[config.mk]
export PLATFORM = sky130hd
export DESIGN_NAME = doc_top
export DESIGN_NICKNAME = d
export VERILOG_FILES = /design/src/doc_pkg.sv /design/src/doc_edge_sync.sv /design/src/doc_top.sv
export SDC_FILE = /design/constraint.sdc
export NUM_CORES = 1
export LEC_CHECK = 0
export CORE_ASPECT_RATIO = 1.2
export CORE_UTILIZATION = 30
export DETAILED_ROUTE_END_ITERATION = 10
export DONT_BUFFER_PORTS = 1
export GPL_TIMING_DRIVEN = 0
export REMOVE_ABC_BUFFERS = 1
export SYNTH_ARGS = -nofsm -noshare
export SYNTH_HDL_FRONTEND = slang
export SYNTH_HIERARCHICAL = 1
export SYNTH_SLANG_ARGS = --single-unit
[constraint.sdc]
create_clock -name clk_sys -period 3.55 [get_ports clk_sys]
set_clock_uncertainty 0.2 [all_clocks]
set_input_delay 0.5325 -clock clk_sys [delete_from_list [all_inputs] [get_ports clk_sys]]
set_output_delay 0.5325 -clock clk_sys [all_outputs]
set_load 0.05 [all_outputs]
[src/doc_pkg.sv]
// constants shared by the converter output control block
// assumes a 32-bit byte-addressed register port and a 10-bit converter input
package doc_pkg;

    // ======================================================================
    // register byte addresses
    localparam logic [31:0] DOC_ADDR_SAMPLE = 32'hFFFF06B4;
    localparam logic [31:0] DOC_ADDR_SOURCE = 32'hFFFF06B8;
    localparam logic [31:0] DOC_ADDR_CONTROL = 32'hFFFF06BC;
    localparam logic [31:0] DOC_ADDR_KEY_FIRST = 32'hFFFF06C0;
    localparam logic [31:0] DOC_ADDR_KEY_SECOND = 32'hFFFF06C4;
    localparam logic [31:0] DOC_ADDR_STATUS = 32'hFFFF06C8;

    // ======================================================================
    // unlock keys
    localparam logic [7:0] DOC_KEY_FIRST_VAL = 8'h07;
    localparam logic [7:0] DOC_KEY_SECOND_VAL = 8'hB9;

    // ======================================================================
    // converter_control layout
    localparam int DOC_CTL_W = 11;
    localparam int DOC_CTL_OE_BIT = 5;
    localparam int DOC_CTL_DIFF_BIT = 4;
    localparam int DOC_CTL_MODE_HI = 2;
    localparam int DOC_CTL_MODE_LO = 1;
    localparam int DOC_CTL_RATE_BIT = 0;
    localparam logic [10:0] DOC_CTL_WR_MASK = 11'h037;
    localparam logic [10:0] DOC_CTL_RESET = 11'h000;
    localparam logic [1:0] DOC_MODE_POWER_DOWN = 2'h0;
    localparam logic [1:0] DOC_MODE_ACTIVE = 2'h3;

    // ======================================================================
    // converter_source_select and converter_sample_word layout
    localparam int DOC_SRC_W = 8;
    localparam int DOC_SRC_SOFT_BIT = 0;
    localparam logic [7:0] DOC_SRC_RESET = 8'h00;
    localparam int DOC_SAMPLE_W = 10;
    localparam logic [9:0] DOC_SAMPLE_RESET = 10'h000;
    localparam int DOC_SAMPLE_SIGN_BIT = 9;
    localparam logic [9:0] DOC_CODE_RESET = 10'h200;

    // ======================================================================
    // status register layout
    localparam int DOC_STAT_ARMED_BIT = 16;
    localparam int DOC_STAT_HELD_BIT = 17;
    localparam int DOC_STAT_ACTIVE_BIT = 18;

    // ======================================================================
    // unlock sequence states
    typedef enum logic [2:0] {
        DOC_KEY_IDLE = 3'h1,
        DOC_KEY_ARMED = 3'h2,
        DOC_KEY_HELD = 3'h4
    } doc_key_e;

endpackage

[src/doc_edge_sync.sv]
// two-flop synchroniser with falling-edge pulse for a foreign-domain level
// assumes the reset given is already synchronous to clk_sys on release
`timescale 1ns/1ps
module doc_edge_sync (
    // clock and reset
    input wire logic clk_sys,
    input wire logic rst_sync_b,
    // level from outside the clock domain
    input wire logic level_async,
    // one-cycle pulse after a high-to-low change
    output logic fall_q
);

    logic meta_q;
    logic sync_q;
    logic prev_q;

    // ======================================================================
    // synchroniser: meta_q feeds sync_q only
    always_ff @(posedge clk_sys or negedge rst_sync_b) begin
        if (!rst_sync_b) begin
            meta_q <= 1'b0;
            sync_q <= 1'b0;
            prev_q <= 1'b0;
        end else begin
            meta_q <= level_async;
            sync_q <= meta_q;
            prev_q <= sync_q;
        end
    end

    // ======================================================================
    // edge detect
    always_ff @(posedge clk_sys or negedge rst_sync_b) begin
        if (!rst_sync_b) begin
            fall_q <= 1'b0;
        end else begin
            fall_q <= prev_q & ~sync_q;
        end
    end

endmodule

[src/doc_top.sv]
// converter output control: register port, unlock sequence, sample routing
// assumes timer_level comes from another clock and synth samples from clk_sys
`timescale 1ns/1ps
module doc_top (
    // clock and reset
    input wire logic clk_sys,
    input wire logic rst_b,
    // register port
    input wire logic [31:0] reg_addr,
    input wire logic [31:0] reg_wdata,
    input wire logic reg_wr,
    input wire logic reg_rd,
    output logic [31:0] reg_rdata_q,
    // update source and synthesizer samples
    input wire logic timer_level,
    input wire logic [9:0] synth_sample,
    input wire logic synth_valid,
    // converter and line driver controls
    output logic [9:0] conv_code_q,
    output logic conv_power_q,
    output logic line_pos_oe_q,
    output logic line_neg_oe_q
);
    import doc_pkg::*;

    // ======================================================================
    // functions
    function automatic logic addr_is(input logic [31:0] a, input logic [31:0] r);
        return a == r;
    endfunction

    // signed sample to straight binary for the current-output stage
    function automatic logic [9:0] to_code(input logic [9:0] s);
        logic [9:0] c;
        c = s;
        c[DOC_SAMPLE_SIGN_BIT] = ~s[DOC_SAMPLE_SIGN_BIT];
        return c;
    endfunction

    // ======================================================================
    // reset release
    logic rst_meta_b_q;
    logic rst_sync_b_q;

    always_ff @(posedge clk_sys or negedge rst_b) begin
        if (!rst_b) begin
            rst_meta_b_q <= 1'b0;
            rst_sync_b_q <= 1'b0;
        end else begin
            rst_meta_b_q <= 1'b1;
            rst_sync_b_q <= rst_meta_b_q;
        end
    end

    // ======================================================================
    // declarations
    logic [10:0] ctl_q;
    logic [7:0] source_q;
    logic [9:0] sample_q;
    doc_key_e key_q;
    logic pend_is_sample_q;
    logic [DOC_SAMPLE_W-1:0] pend_data_q;
    logic commit_c;
    logic timer_fall;
    logic mode_active;
    logic soft_sel;
    logic soft_tick;

    assign mode_active = ctl_q[DOC_CTL_MODE_HI:DOC_CTL_MODE_LO] == DOC_MODE_ACTIVE;
    assign soft_sel = source_q[DOC_SRC_SOFT_BIT];
    // bus-clock rate loads every cycle; timer rate waits for its falling edge
    assign soft_tick = ctl_q[DOC_CTL_RATE_BIT] ? timer_fall : 1'b1;

    doc_edge_sync u_timer_edge (
        .clk_sys(clk_sys),
        .rst_sync_b(rst_sync_b_q),
        .level_async(timer_level),
        .fall_q(timer_fall)
    );

    // ======================================================================
    // control register, no unlock needed
    always_ff @(posedge clk_sys or negedge rst_sync_b_q) begin
        if (!rst_sync_b_q) begin
            ctl_q <= DOC_CTL_RESET;
        end else if (reg_wr && addr_is(reg_addr, DOC_ADDR_CONTROL)) begin
            // reserved bits are not stored, so they read back as zero
            ctl_q <= reg_wdata[DOC_CTL_W-1:0] & DOC_CTL_WR_MASK;
        end
    end

    // ======================================================================
    // unlock sequence
    assign commit_c = reg_wr && (key_q == DOC_KEY_HELD)
        && addr_is(reg_addr, DOC_ADDR_KEY_SECOND)
        && (reg_wdata[7:0] == DOC_KEY_SECOND_VAL);

    always_ff @(posedge clk_sys or negedge rst_sync_b_q) begin
        if (!rst_sync_b_q) begin
            key_q <= DOC_KEY_IDLE;
            pend_is_sample_q <= 1'b0;
            pend_data_q <= DOC_SAMPLE_RESET;
        end else if (reg_wr) begin
            // any write out of sequence abandons the unlock, except a repeated first key while armed
            case (key_q)
                DOC_KEY_IDLE: begin
                    if (addr_is(reg_addr, DOC_ADDR_KEY_FIRST)
                            && reg_wdata[7:0] == DOC_KEY_FIRST_VAL) begin
                        key_q <= DOC_KEY_ARMED;
                    end
                end
                DOC_KEY_ARMED: begin
                    if (addr_is(reg_addr, DOC_ADDR_SAMPLE)) begin
                        pend_is_sample_q <= 1'b1;
                        pend_data_q <= reg_wdata[DOC_SAMPLE_W-1:0];
                        key_q <= DOC_KEY_HELD;
                    end else if (addr_is(reg_addr, DOC_ADDR_SOURCE)) begin
                        pend_is_sample_q <= 1'b0;
                        pend_data_q <= reg_wdata[DOC_SAMPLE_W-1:0];
                        key_q <= DOC_KEY_HELD;
                    end else if (!(addr_is(reg_addr, DOC_ADDR_KEY_FIRST)
                            && reg_wdata[7:0] == DOC_KEY_FIRST_VAL)) begin
                        key_q <= DOC_KEY_IDLE;
                    end
                end
                DOC_KEY_HELD: begin
                    key_q <= DOC_KEY_IDLE;
                end
                default: begin
                    key_q <= DOC_KEY_IDLE;
                end
            endcase
        end
    end

    // ======================================================================
    // protected registers: sample word is the staging register
    always_ff @(posedge clk_sys or negedge rst_sync_b_q) begin
        if (!rst_sync_b_q) begin
            source_q <= DOC_SRC_RESET;
            sample_q <= DOC_SAMPLE_RESET;
        end else if (commit_c) begin
            if (pend_is_sample_q) begin
                sample_q <= pend_data_q[DOC_SAMPLE_W-1:0];
            end else begin
                source_q <= pend_data_q[DOC_SRC_W-1:0];
            end
        end
    end

    // ======================================================================
    // converter input
    always_ff @(posedge clk_sys or negedge rst_sync_b_q) begin
        if (!rst_sync_b_q) begin
            conv_code_q <= DOC_CODE_RESET;
        end else if (mode_active) begin
            if (!soft_sel) begin
                // synthesizer keeps its own pace whatever the rate bit says
                if (synth_valid) begin
                    conv_code_q <= to_code(synth_sample);
                end
            end else if (soft_tick) begin
                conv_code_q <= to_code(sample_q);
            end
        end
    end

    always_ff @(posedge clk_sys or negedge rst_sync_b_q) begin
        if (!rst_sync_b_q) begin
            conv_power_q <= 1'b0;
        end else begin
            // reserved codes are treated as power-down
            conv_power_q <= mode_active;
        end
    end

    // ======================================================================
    // line driver enables, independent of the mode field
    always_ff @(posedge clk_sys or negedge rst_sync_b_q) begin
        if (!rst_sync_b_q) begin
            line_pos_oe_q <= 1'b0;
            line_neg_oe_q <= 1'b0;
        end else begin
            line_pos_oe_q <= ctl_q[DOC_CTL_OE_BIT];
            line_neg_oe_q <= ctl_q[DOC_CTL_OE_BIT] & ctl_q[DOC_CTL_DIFF_BIT];
        end
    end

    // ======================================================================
    // read port
    always_ff @(posedge clk_sys or negedge rst_sync_b_q) begin
        if (!rst_sync_b_q) begin
            reg_rdata_q <= 32'h0000_0000;
        end else begin
            reg_rdata_q <= 32'h0000_0000;
            if (reg_rd) begin
                if (addr_is(reg_addr, DOC_ADDR_SAMPLE)) begin
                    reg_rdata_q[DOC_SAMPLE_W-1:0] <= sample_q;
                end else if (addr_is(reg_addr, DOC_ADDR_SOURCE)) begin
                    reg_rdata_q[DOC_SRC_W-1:0] <= source_q;
                end else if (addr_is(reg_addr, DOC_ADDR_CONTROL)) begin
                    reg_rdata_q[DOC_CTL_W-1:0] <= ctl_q;
                end else if (addr_is(reg_addr, DOC_ADDR_STATUS)) begin
                    reg_rdata_q[DOC_SAMPLE_W-1:0] <= conv_code_q;
                    reg_rdata_q[DOC_STAT_ARMED_BIT] <= key_q == DOC_KEY_ARMED;
                    reg_rdata_q[DOC_STAT_HELD_BIT] <= key_q == DOC_KEY_HELD;
                    reg_rdata_q[DOC_STAT_ACTIVE_BIT] <= conv_power_q;
                end
            end
        end
    end
endmodule

==> results of run 1 <==
==> flip-flops by register name (all words and copies together), names as in the netlist <==
register             cells
conv_power_q             1
source_q                 8
conv_code_q             10
u_timer_edge/sync_q      1
ctl_q                    5
u_timer_edge/fall_q      1
line_neg_oe_q            1
key_q                    3
reg_rdata_q             13
pend_is_sample_q         1
u_timer_edge/meta_q      1
pend_data_q             10
u_timer_edge/prev_q      1
sample_q                10
rst_sync_b_q             1
rst_meta_b_q             1
line_pos_oe_q            1
==> layout make-up <==
class / count / area, um^2
clock buffer: 14 / 254
clock inverter: 2 / 10.0
fill: 1013 / 6950
inverter: 4 / 15.0
multi-input combinational: 188 / 1380
sequential: 69 / 1730
tap: 129 / 161
timing repair buffer: 2 / 17.5
==> power by group through the flow <==
stage                     logic [uW]  registers, uW  clock network, uW
final                           69.1            807                788
after global routing            73.3            809                847
after CTS                       68.7            808                813
after detailed placement        67.3            821                  0
after global placement          66.0            820                  0
after floorplan                 62.3            816                  0
==> per-stage QoR <==
step	setup TNS, ps	total power (uW)	setup slack, ps	instance area (um^2)	util [%]
2_1_floorplan	0	878	686	3110	-
3_3_place_gp	-6970	886	-437	3270	31.1
3_5_place_dp	0	889	33.2	3290	31.3
4_1_cts	0	1690	373	3560	33.9
5_1_grt	0	1730	203	3570	33.9
6_report	0	1660	383	3570	33.9
==> routing by layer <==
layer	vias to the layer above	share of wire (%)
li1	945	-
met1	1039	40
met2	72	50
met3	14	7.4
met4	0	1.9
met5	-	0
==> cell usage after synthesis (2+ instances only) <==
| master | instances | share of area [%] |
|---|---|---|
| sky130_fd_sc_hd__nand4_1 | 3 | 0.58 |
| sky130_fd_sc_hd__nor2b_1 | 6 | 1.2 |
| sky130_fd_sc_hd__a32oi_1 | 5 | 1.3 |
| sky130_fd_sc_hd__o2bb2a_4 | 2 | 1.2 |
| sky130_fd_sc_hd__mux2i_1 | 10 | 3.1 |
| sky130_fd_sc_hd__nand3b_1 | 2 | 0.46 |
| sky130_fd_sc_hd__and4_1 | 3 | 0.81 |
| sky130_fd_sc_hd__o2111a_1 | 3 | 1.0 |
| sky130_fd_sc_hd__nor3_1 | 3 | 0.46 |
| sky130_fd_sc_hd__o21a_1 | 2 | 0.46 |
| sky130_fd_sc_hd__buf_1 | 3 | 0.35 |
| sky130_fd_sc_hd__a21oi_1 | 13 | 2.0 |
| sky130_fd_sc_hd__dfrtp_1 | 67 | 52 |
| sky130_fd_sc_hd__buf_4 | 20 | 4.6 |
| sky130_fd_sc_hd__nor2b_2 | 2 | 0.54 |
| sky130_fd_sc_hd__and3_1 | 2 | 0.38 |
| sky130_fd_sc_hd__conb_1 | 2 | 0.23 |
| sky130_fd_sc_hd__mux2_2 | 35 | 12 |
| sky130_fd_sc_hd__inv_1 | 4 | 0.46 |
| sky130_fd_sc_hd__clkbuf_1 | 6 | 0.69 |
| sky130_fd_sc_hd__nand4b_1 | 2 | 0.54 |
| sky130_fd_sc_hd__dfstp_2 | 2 | 1.6 |
| sky130_fd_sc_hd__nor4bb_1 | 2 | 0.62 |
| sky130_fd_sc_hd__buf_2 | 3 | 0.46 |
| sky130_fd_sc_hd__nor2_1 | 20 | 2.3 |
| sky130_fd_sc_hd__and2_1 | 4 | 0.77 |
| sky130_fd_sc_hd__o21ai_0 | 14 | 2.2 |
| sky130_fd_sc_hd__nor4b_1 | 2 | 0.54 |
| sky130_fd_sc_hd__and4b_1 | 3 | 0.92 |
| sky130_fd_sc_hd__nand2_1 | 14 | 1.6 |
==> cell families (layout without fill, tap and decap cells) <==
kind of cell / after synthesis / count (layout) / synth area share, %
other: 2 / 20 / 0.231
buffers and inverters: 37 / 22 / 6.92
and+or+nand+nor: 80 / 80 / 15.4
AOI/OAI and AO/OA: 43 / 43 / 9.11
DFF: 69 / 69 / 53.1
muxes: 45 / 45 / 15.2
==> worst register-to-register path: cells and delay by family (launching register included) <==
family           cells  cell delay [ps]
flip-flops           1              830
AO/OA/AOI/OAI        1              210
AND/OR/NAND/NOR      1              660
multiplexers         1              410
==> what timing repair did <==
action | CTS | global route
hold buffers | 1 | 0
hold endpoints to repair | 2 | 0
endpoints found under the setup margin | 0 | 0
setup buffers | 0 | 0
gates resized for setup | 0 | 0
==> worst paths after layout <==
kind	slack [ps]	depth (start not counted)	start	to
max in group asynchronous	2340	0	rst_sync_b_q	reg_rdata_q[4]
hold reg to reg	150	0	rst_meta_b_q	rst_sync_b_q
setup reg to reg	1160	3	source_q[0]	conv_code_q[9]
setup / recovery	380	5	reg_addr[11]	pend_data_q[9]
hold / removal	30	0	timer_level	u_timer_edge/meta_q
min in group asynchronous	240	1	rst_b	rst_sync_b_q
==> cells in the final DEF, fill, tap and decap left out, types with 2 or more instances in the layout <==
cell type / Yosys / layout
sky130_fd_sc_hd__a21oi_1: 13 / 13
sky130_fd_sc_hd__a32oi_1: 5 / 5
sky130_fd_sc_hd__and2_1: 4 / 4
sky130_fd_sc_hd__and3_1: 2 / 2
sky130_fd_sc_hd__and4_1: 3 / 3
sky130_fd_sc_hd__and4b_1: 3 / 3
sky130_fd_sc_hd__clkbuf_1: 6 / 4
sky130_fd_sc_hd__clkbuf_16: 0 / 9
sky130_fd_sc_hd__clkinv_2: 0 / 2
sky130_fd_sc_hd__conb_1: 2 / 20
sky130_fd_sc_hd__dfrtp_1: 67 / 66
sky130_fd_sc_hd__dfstp_2: 2 / 2
sky130_fd_sc_hd__inv_1: 4 / 4
sky130_fd_sc_hd__mux2_2: 35 / 35
sky130_fd_sc_hd__mux2i_1: 10 / 10
sky130_fd_sc_hd__nand2_1: 14 / 14
sky130_fd_sc_hd__nand3b_1: 2 / 2
sky130_fd_sc_hd__nand4_1: 3 / 3
sky130_fd_sc_hd__nand4b_1: 2 / 2
sky130_fd_sc_hd__nor2_1: 20 / 20
sky130_fd_sc_hd__nor2b_1: 6 / 5
sky130_fd_sc_hd__nor2b_2: 2 / 3
sky130_fd_sc_hd__nor3_1: 3 / 3
sky130_fd_sc_hd__nor4bb_1: 2 / 2
sky130_fd_sc_hd__o2111a_1: 3 / 3
sky130_fd_sc_hd__o21a_1: 2 / 2
sky130_fd_sc_hd__o21ai_0: 14 / 14
sky130_fd_sc_hd__o2bb2a_4: 2 / 2
==> results.sh, run 1 <==
export IMPL_required_ps=3560
export IMPL_timing_critical_path_arrival_ps=3170
export IMPL_rsz_0062_raised_after_global_routing="false"
export IMPL_power_static_leakage_uw=0.00161
export IMPL_yosys_warnings=6
export IMPL_timing_final_setup_violations=0
export IMPL_finalWorstPathRequiredPeriod_ps=3170
export IMPL_worst_setup_hold_path_clk_slew_ps=50
export IMPL_avgViaCountPerCell=5.07
export IMPL_grt_pass1_vias=2138
export IMPL_place_inst=391
export IMPL_worst_path_dominant_cell_family="simple AND/OR/NAND/NOR gates"
export IMPL_cp_slowest_cell="sky130_fd_sc_hd__nor2_1"
export IMPL_max_clock_path_buffers=2
export IMPL_layout_cells_sized_above_1_pct=22.9
export IMPL_layout_worst_path_cycle_share_pct=89.2
export IMPL_count_of_routing_violations_after_the_opening_detailed_route_iteration=79
export IMPL_power_ir_vdd_worst_mv=0.262
export IMPL_h_tree_depth=3
export IMPL_floorplan_die_area_mm2=0.0113
export IMPL_core_region_area_mm2=0.0105
export IMPL_power_frac_clock_pct=47.4
export IMPL_fp_dieW_um=97.1
export IMPL_grt_max_degree=68
export IMPL_clkSinkCount=69
export IMPL_setup_worst_path_start_class="input pin"
export IMPL_grt_most_used_layer="met2"
export IMPL_detailedPlacementHpwl_um=5400
export IMPL_grt_antenna_before_repair=0
export IMPL_ios=125
export IMPL_grt_ovfl_total=0
export IMPL_tightest_slew_ps=1100
export IMPL_critical_path_endpoint_type="register"
export IMPL_track_usage_pct=14.2
export IMPL_post_layout_nonfiller_instances=408
export IMPL_firstDrtPassIters=4
export IMPL_met3_usage_pct=5.86
export IMPL_clk_latency_ps=320
export IMPL_maximum_single_stage_delay_on_the_critical_path_ps=900
export IMPL_layout_area_overhead_vs_synth_pct=9.61
export IMPL_cts_buf_count=9
export IMPL_post_synth_instance_area_mm2=0.00325
export IMPL_floorplan_initialDensity_pct=30.9
export IMPL_clock_fmax_mhz=316
export IMPL_route_detailed_wl_per_inst_um=18.7
export IMPL_slew_headroom_pct=26.7
export IMPL_power_share_switching_pct=22.2
export IMPL_timing_max_transition_violations_final=0
export IMPL_routed_via_count=2070
export IMPL_cellInternalPower_uw=1290
export IMPL_critical_path_buf_inv_count=0
export IMPL_tritoncts="yes"
export IMPL_gp_routability_congestion=0.774
export IMPL_pwr_density_cell_mw_per_mm2=466
export IMPL_ys_async_sr_fraction_pct=100
export IMPL_port_buffer_count=0
export IMPL_power_combinational_fraction_pct=4.2
export IMPL_post_route_worst_hold_slack_ps=33.9
export IMPL_row_count=41
export IMPL_wire_length_of_the_first_global_routing_pass_um=11800
export IMPL_max_cap_viol_count=0
export IMPL_ys_types=47
export IMPL_finish_net_count=354
export IMPL_yosysSeqAreaShare_pct=53.1
export IMPL_dieHeight_um=116
export IMPL_power_frac_seq_pct=48.5
export IMPL_met1_usage_pct=16.1
export IMPL_syn_mean_instance_area_um2=11.8
export IMPL_final_antenna_net_count=0
export IMPL_cts_root_buf="sky130_fd_sc_hd__clkbuf_16"
export IMPL_synth_ff_latch_count=69
export IMPL_timing_setup_critical_path_class="in2reg"
export IMPL_met2_usage_pct=23.6
export IMPL_synth_edff_count=0
export IMPL_synthesis_instances=276
export IMPL_antenna_cells=0
export IMPL_synthFlopType="sky130_fd_sc_hd__dfrtp_1"
export IMPL_p_switching_uw=369
export IMPL_min_path_type="in2reg"
export IMPL_drc=0
export IMPL_finalHoldViolCount=0
export IMPL_critPathMaxFanout=15
export IMPL_outcome="finished clean"
export IMPL_drt_wl_total_um=7610
export IMPL_worstPathCellList="nor4bb_1 > nand4_1 > nor2_1 > and4_1 > mux2_2"
No activity file was read; power rests on OpenSTA's default activity.
==> run 2: changes to the inputs <==
==> constraint.sdc (replaced) <==
create_clock -name clk_sys -period 3.88 [get_ports clk_sys]
set_clock_uncertainty 0.2 [all_clocks]
set_input_delay 0.194 -clock clk_sys [delete_from_list [all_inputs] [get_ports clk_sys]]
set_output_delay 0.194 -clock clk_sys [all_outputs]
set_load 0.05 [all_outputs]
==> run 2 against run 1 <==
Effect of this change:
- die area unchanged
- critical path depth is the same
- wire length is 3.2% higher
- clock-buffer cell count is the same
- final cell count grew 5.9%
- critical path type unchanged
==> results.sh, run 2 (synthesis results as in run 1) <==
export IMPL_placement_cell_area_mm2=0.00329
export IMPL_slew_headroom_pct=25.5
export IMPL_clock_fmax_mhz=354
export IMPL_outcome="finished clean"
export IMPL_final_area_mm2=0.00381
export IMPL_drt_wl_total_um=7850
export IMPL_power_share_switching_pct=22.4
export IMPL_final_cell_mix="sky130_fd_sc_hd__dfrtp_1 (66), sky130_fd_sc_hd__mux2_2 (35), sky130_fd_sc_hd__dlygate4sd3_1 (25)"
export IMPL_gp_routability_congestion=0.774
export IMPL_floorplan_initialDensity_pct=30.9
export IMPL_layout_cells_most_common="sky130_fd_sc_hd__dfrtp_1"
export IMPL_timing_setup_critical_path_class="in2reg"
export IMPL_grt_pass1_vias=2238
export IMPL_fin_tns_setup_ps=0
export IMPL_worst_path_dominant_cell_family="simple AND/OR/NAND/NOR gates"
export IMPL_finalWorstPathRequiredPeriod_ps=2820
export IMPL_floorplan_die_area_mm2=0.0113
export IMPL_finish_net_count=378
export IMPL_setup_worst_path_start_class="input pin"
export IMPL_track_usage_pct=14.6
export IMPL_hold_depth=4
export IMPL_cts_buf_count=9
export IMPL_power_frac_seq_pct=47.7
export IMPL_grt_max_degree=68
export IMPL_max_clock_path_buffers=2
export IMPL_worst_setup_hold_path_clk_slew_ps=50
export IMPL_timing_critical_path_arrival_ps=2830
export IMPL_power_ir_vdd_worst_mv=0.241
export IMPL_maximum_single_stage_delay_on_the_critical_path_ps=910
export IMPL_critical_path_endpoint_type="register"
export IMPL_tightest_slew_ps=1110
export IMPL_grt_antenna_before_repair=0
export IMPL_worstSetupPathDepth=5
export IMPL_layout_area_overhead_vs_synth_pct=17.0
export IMPL_count_of_routing_violations_after_the_opening_detailed_route_iteration=77
export IMPL_h_tree_depth=3
export IMPL_layout_worst_path_cycle_share_pct=72.8
export IMPL_port_buffer_count=0
export IMPL_routed_via_count=2163
export IMPL_cellInternalPower_uw=1200
export IMPL_layout_cells_sized_above_1_pct=21.1
export IMPL_power_static_leakage_uw=0.00171
export IMPL_tritoncts="yes"
export IMPL_avgViaCountPerCell=5.01
export IMPL_detailedPlacementHpwl_um=5400
export IMPL_timing_final_setup_violations=0
export IMPL_largest_register_ff_count=13
export IMPL_p_switching_uw=347
export IMPL_min_path_type="in2reg"
export IMPL_clk_latency_ps=320
export IMPL_rsz_0062_raised_after_global_routing="false"
export IMPL_post_layout_total_power_uw=1550
export IMPL_firstDrtPassIters=5
export IMPL_layout_core_utilization_pct=36.2
export IMPL_critPathMaxFanout=15
export IMPL_cp_slowest_cell="sky130_fd_sc_hd__nor2_1"
export IMPL_rr_worst_depth=3
export IMPL_finalHoldViolCount=0
export IMPL_pwr_density_cell_mw_per_mm2=406
export IMPL_ios=125
export IMPL_worstPathCellList="nor4bb_1 > nand4_1 > nor2_1 > and4_1 > mux2_2"
export IMPL_max_cap_viol_count=0
export IMPL_cts_root_buf="sky130_fd_sc_hd__clkbuf_16"
export IMPL_fp_dieW_um=97.1
export IMPL_row_count=41
export IMPL_required_ps=3890
export IMPL_power_combinational_fraction_pct=5.6
export IMPL_postCtsSetupRepairBufs=0
export IMPL_wire_length_of_the_first_global_routing_pass_um=12300
export IMPL_antenna_cells=0
export IMPL_critical_path_buf_inv_count=0
export IMPL_dieHeight_um=116
export IMPL_largest_register="reg_rdata_q"
export IMPL_timing_max_transition_violations_final=0
export IMPL_grt_ovfl_total=0
export IMPL_drc=0
export IMPL_route_detailed_wl_per_inst_um=18.2
export IMPL_final_antenna_net_count=0
export IMPL_clkSinkCount=69
export IMPL_power_frac_clock_pct=46.7
export IMPL_core_region_area_mm2=0.0105
-- run 2: changes by cell type in the layout (fill, tap and decap cells not counted), sizes merged --
cell,change
dlygate4sd3,+24
-- run 2: final cells by class --
cell class,count,area [um^2]
fill,997,6710
multi-input combinational,188,1380
tap,129,161
clock buffer,14,254
clock inverter,2,10.0
sequential,69,1730
inverter,4,15.0
timing repair buffer,26,258
-- run 2: final timing paths --
check	startpoint	end	slack, ps
worst max-delay path	reg_addr[11]	pend_data_q[9]	1060
worst min-delay path	reg_wdata[2]	key_q[1]	40
worst max register to register	source_q[0]	conv_code_q[9]	1490
worst min register to register	rst_meta_b_q	rst_sync_b_q	150
max in group asynchronous	rst_sync_b_q	reg_rdata_q[6]	2670
min in group asynchronous	rst_sync_b_q	u_timer_edge/meta_q	240
-- run 2: power groups by stage --
stage | clock (uW) | sequential (uW) | combinational [uW]
floorplan | 0 | 747 | 57.0
global placement | 0 | 750 | 60.4
detailed placement | 0 | 751 | 61.6
CTS | 744 | 739 | 86.4
global route | 775 | 740 | 92.2
finish | 723 | 738 | 86.8
-- run 2: per-layer routing --
metal  wire, um  vias up  GRT usage (%)  share of wire, %
met5          0        -              0                 0
met3        545       15           5.75               6.9
met1       3220     1088           16.9                41
met4        161        0           6.37               2.1
met2       3930       70           24.2                50
li1           -      990              -                 -
-- run 2: worst min-delay path, stage by stage --
cell	delay, ps
sky130_fd_sc_hd__nand3b_1	70
sky130_fd_sc_hd__nor3_1	60
sky130_fd_sc_hd__o2111ai_1	100
sky130_fd_sc_hd__o21ai_0	80
-- run 2: repair_timing --
| action | in CTS | in global routing |
|---|---|---|
| endpoints found under the hold margin | 44 | 0 |
| hold buffers | 25 | 0 |
| resized for setup | 0 | 0 |
-- run 2: stage by stage --
stage          setup WS [ps]  std cells  hold WS [ps]
2_1_floorplan           1350        261          -302
3_3_place_gp             231        390          -302
3_5_place_dp             702        391          -302
4_1_cts                 1040        432          33.8
5_1_grt                  871        432          64.8
6_report                1060        432          36.9
==> run 3: changes to the inputs <==
clock period = 2.4 ns   (was 3.88 ns; I/O delays follow)
==> run 3 against run 2 <==
Effect of this change:
- register-to-register slack lost 1300 ps
- clock power grew 62%
- power grew 62%
- setup slack lost 840 ps
- flip-flop and latch count is the same
- critical path type is now reg2reg
- critical endpoint is now conv_code_q[9]
==> results.sh, run 3 (synthesis results as in run 1) <==
export IMPL_critPathMaxFanout=19
export IMPL_min_path_type="in2reg"
export IMPL_max_cap_viol_count=0
export IMPL_final_cell_mix="sky130_fd_sc_hd__dfrtp_1 (66), sky130_fd_sc_hd__mux2_2 (35), sky130_fd_sc_hd__dlygate4sd3_1 (26)"
export IMPL_cp_slowest_cell="sky130_fd_sc_hd__dfrtp_1"
export IMPL_slew_headroom_pct=43.2
export IMPL_port_buffer_count=0
export IMPL_finalWorstPathRequiredPeriod_ps=2180
export IMPL_tightest_slew_ps=852
export IMPL_critical_path_endpoint_type="register"
export IMPL_final_antenna_net_count=0
export IMPL_layout_cells_most_common="sky130_fd_sc_hd__dfrtp_1"
export IMPL_gp_routability_congestion=0.774
export IMPL_pwr_density_cell_mw_per_mm2=654
export IMPL_routed_via_count=2181
export IMPL_finish_net_count=379
export IMPL_cts_root_buf="sky130_fd_sc_hd__clkbuf_16"
export IMPL_postCtsSetupRepairBufs=0
export IMPL_wire_length_of_the_first_global_routing_pass_um=12300
export IMPL_grt_pass1_vias=2254
export IMPL_drt_wl_total_um=7820
export IMPL_layout_area_overhead_vs_synth_pct=17.7
export IMPL_worst_path_dominant_cell_family="flip-flops"
export IMPL_worst_path_setup_slack_after_routing_ps=218
export IMPL_worst_setup_hold_path_clk_slew_ps=50
export IMPL_grt_max_degree=68
export IMPL_post_layout_total_power_uw=2500
export IMPL_required_ps=2450
export IMPL_route_detailed_wl_per_inst_um=18.1
export IMPL_setup_worst_path_start_class="register"
export IMPL_power_static_leakage_uw=0.00172
export IMPL_row_count=41
export IMPL_power_ir_vdd_worst_mv=0.391
export IMPL_finalHoldViolCount=0
export IMPL_tritoncts="yes"
export IMPL_grt_ovfl_total=0
export IMPL_clkSinkCount=69
export IMPL_worstPathCellList="o22ai_1 > nor2b_4 > mux2_2"
export IMPL_detailedPlacementHpwl_um=5400
export IMPL_timing_final_setup_violations=0
export IMPL_floorplan_die_area_mm2=0.0113
export IMPL_drc=0
export IMPL_avgViaCountPerCell=5.04
export IMPL_largest_register="reg_rdata_q"
export IMPL_layout_cells_sized_above_1_pct=21.7
export IMPL_layout_worst_path_cycle_share_pct=90.9
export IMPL_clk_latency_ps=330
export IMPL_dieHeight_um=116
export IMPL_outcome="finished clean"
export IMPL_ios=125
export IMPL_critical_path_buf_inv_count=0
export IMPL_timing_critical_path_arrival_ps=2240
export IMPL_dpl_worst_slack_ps=-704
export IMPL_cts_buf_count=9
export IMPL_clock_fmax_mhz=458
export IMPL_post_route_worst_hold_slack_ps=24.1
export IMPL_layout_core_utilization_pct=36.4
export IMPL_timing_max_transition_violations_final=0
export IMPL_largest_register_ff_count=13
export IMPL_timing_setup_critical_path_class="reg2reg"
export IMPL_track_usage_pct=14.6
export IMPL_core_region_area_mm2=0.0105
export IMPL_max_clock_path_buffers=2
export IMPL_post_layout_nonfiller_instances=433
export IMPL_maximum_single_stage_delay_on_the_critical_path_ps=830
export IMPL_antenna_cells=0
export IMPL_rsz_0062_raised_after_global_routing="false"
export IMPL_h_tree_depth=3
export IMPL_fp_dieW_um=97.1
export IMPL_place_inst=391
export IMPL_floorplan_initialDensity_pct=30.9
export IMPL_count_of_routing_violations_after_the_opening_detailed_route_iteration=90
export IMPL_firstDrtPassIters=5
export IMPL_grt_antenna_before_repair=0
## run 3: worst paths after layout
| path | from | endpoint | slack [ps] | depth (start not counted) |
|---|---|---|---|---|
| hold / removal | reg_addr[5] | reg_rdata_q[17] | 20 | 5 |
| min in group asynchronous | rst_sync_b_q | reg_rdata_q[2] | 230 | 0 |
| hold reg to reg | rst_meta_b_q | rst_sync_b_q | 150 | 0 |
| setup reg to reg | source_q[0] | conv_code_q[9] | 220 | 3 |
| setup / recovery | source_q[0] | conv_code_q[9] | 220 | 3 |
| max in group asynchronous | rst_sync_b_q | pend_data_q[7] | 1200 | 0 |
## run 3: routing by layer
| layer | global-route usage [%] | up-vias | wire, um |
|---|---|---|---|
| li1 | - | 992 | - |
| met1 | 16.9 | 1089 | 3130 |
| met2 | 24.3 | 80 | 3920 |
| met3 | 5.75 | 20 | 602 |
| met4 | 6.37 | 0 | 167 |
| met5 | 0 | - | 0 |
## run 3: what timing repair did
action                                  4_1_cts  5_1_grt
cloned                                        0        0
hold buffers                                 26        0
endpoints found under the setup margin       45       29
hold endpoints to repair                     44        0
gates resized for setup                       4        1
## run 3: final cells by class
class                           instances  area (um^2)
Tap cell                              129          161
Clock inverter                          2         10.0
Clock buffer                           14          254
Fill cell                             994         6690
Inverter                                4         15.0
Sequential cell                        69         1730
Timing Repair Buffer                   27          268
Multi-Input combinational cell        188         1390
## run 3: tightest hold or removal path, cell delays in order
cell and delay, ps:
sky130_fd_sc_hd__nor4bb_1 60, sky130_fd_sc_hd__nand2_1 90, sky130_fd_sc_hd__nor3_2 120, sky130_fd_sc_hd__nand2_1 100
sky130_fd_sc_hd__nor2_1 40
## run 3: report_power, final
| group | switching (uW) | leakage, uW | internal, uW |
|---|---|---|---|
| Combinational | 95.0 | 0.000643 | 45.6 |
| Clock | 447 | 0.000131 | 724 |
| Sequential | 22.4 | 0.000944 | 1170 |
## run 3: through the flow
step	setup TNS (ps)	area, um^2
after floorplan	-563	3110
after global placement	-75750	3270
after detailed placement	-22780	3290
after CTS	0	3830
after global routing	0	3830
final	0	3830
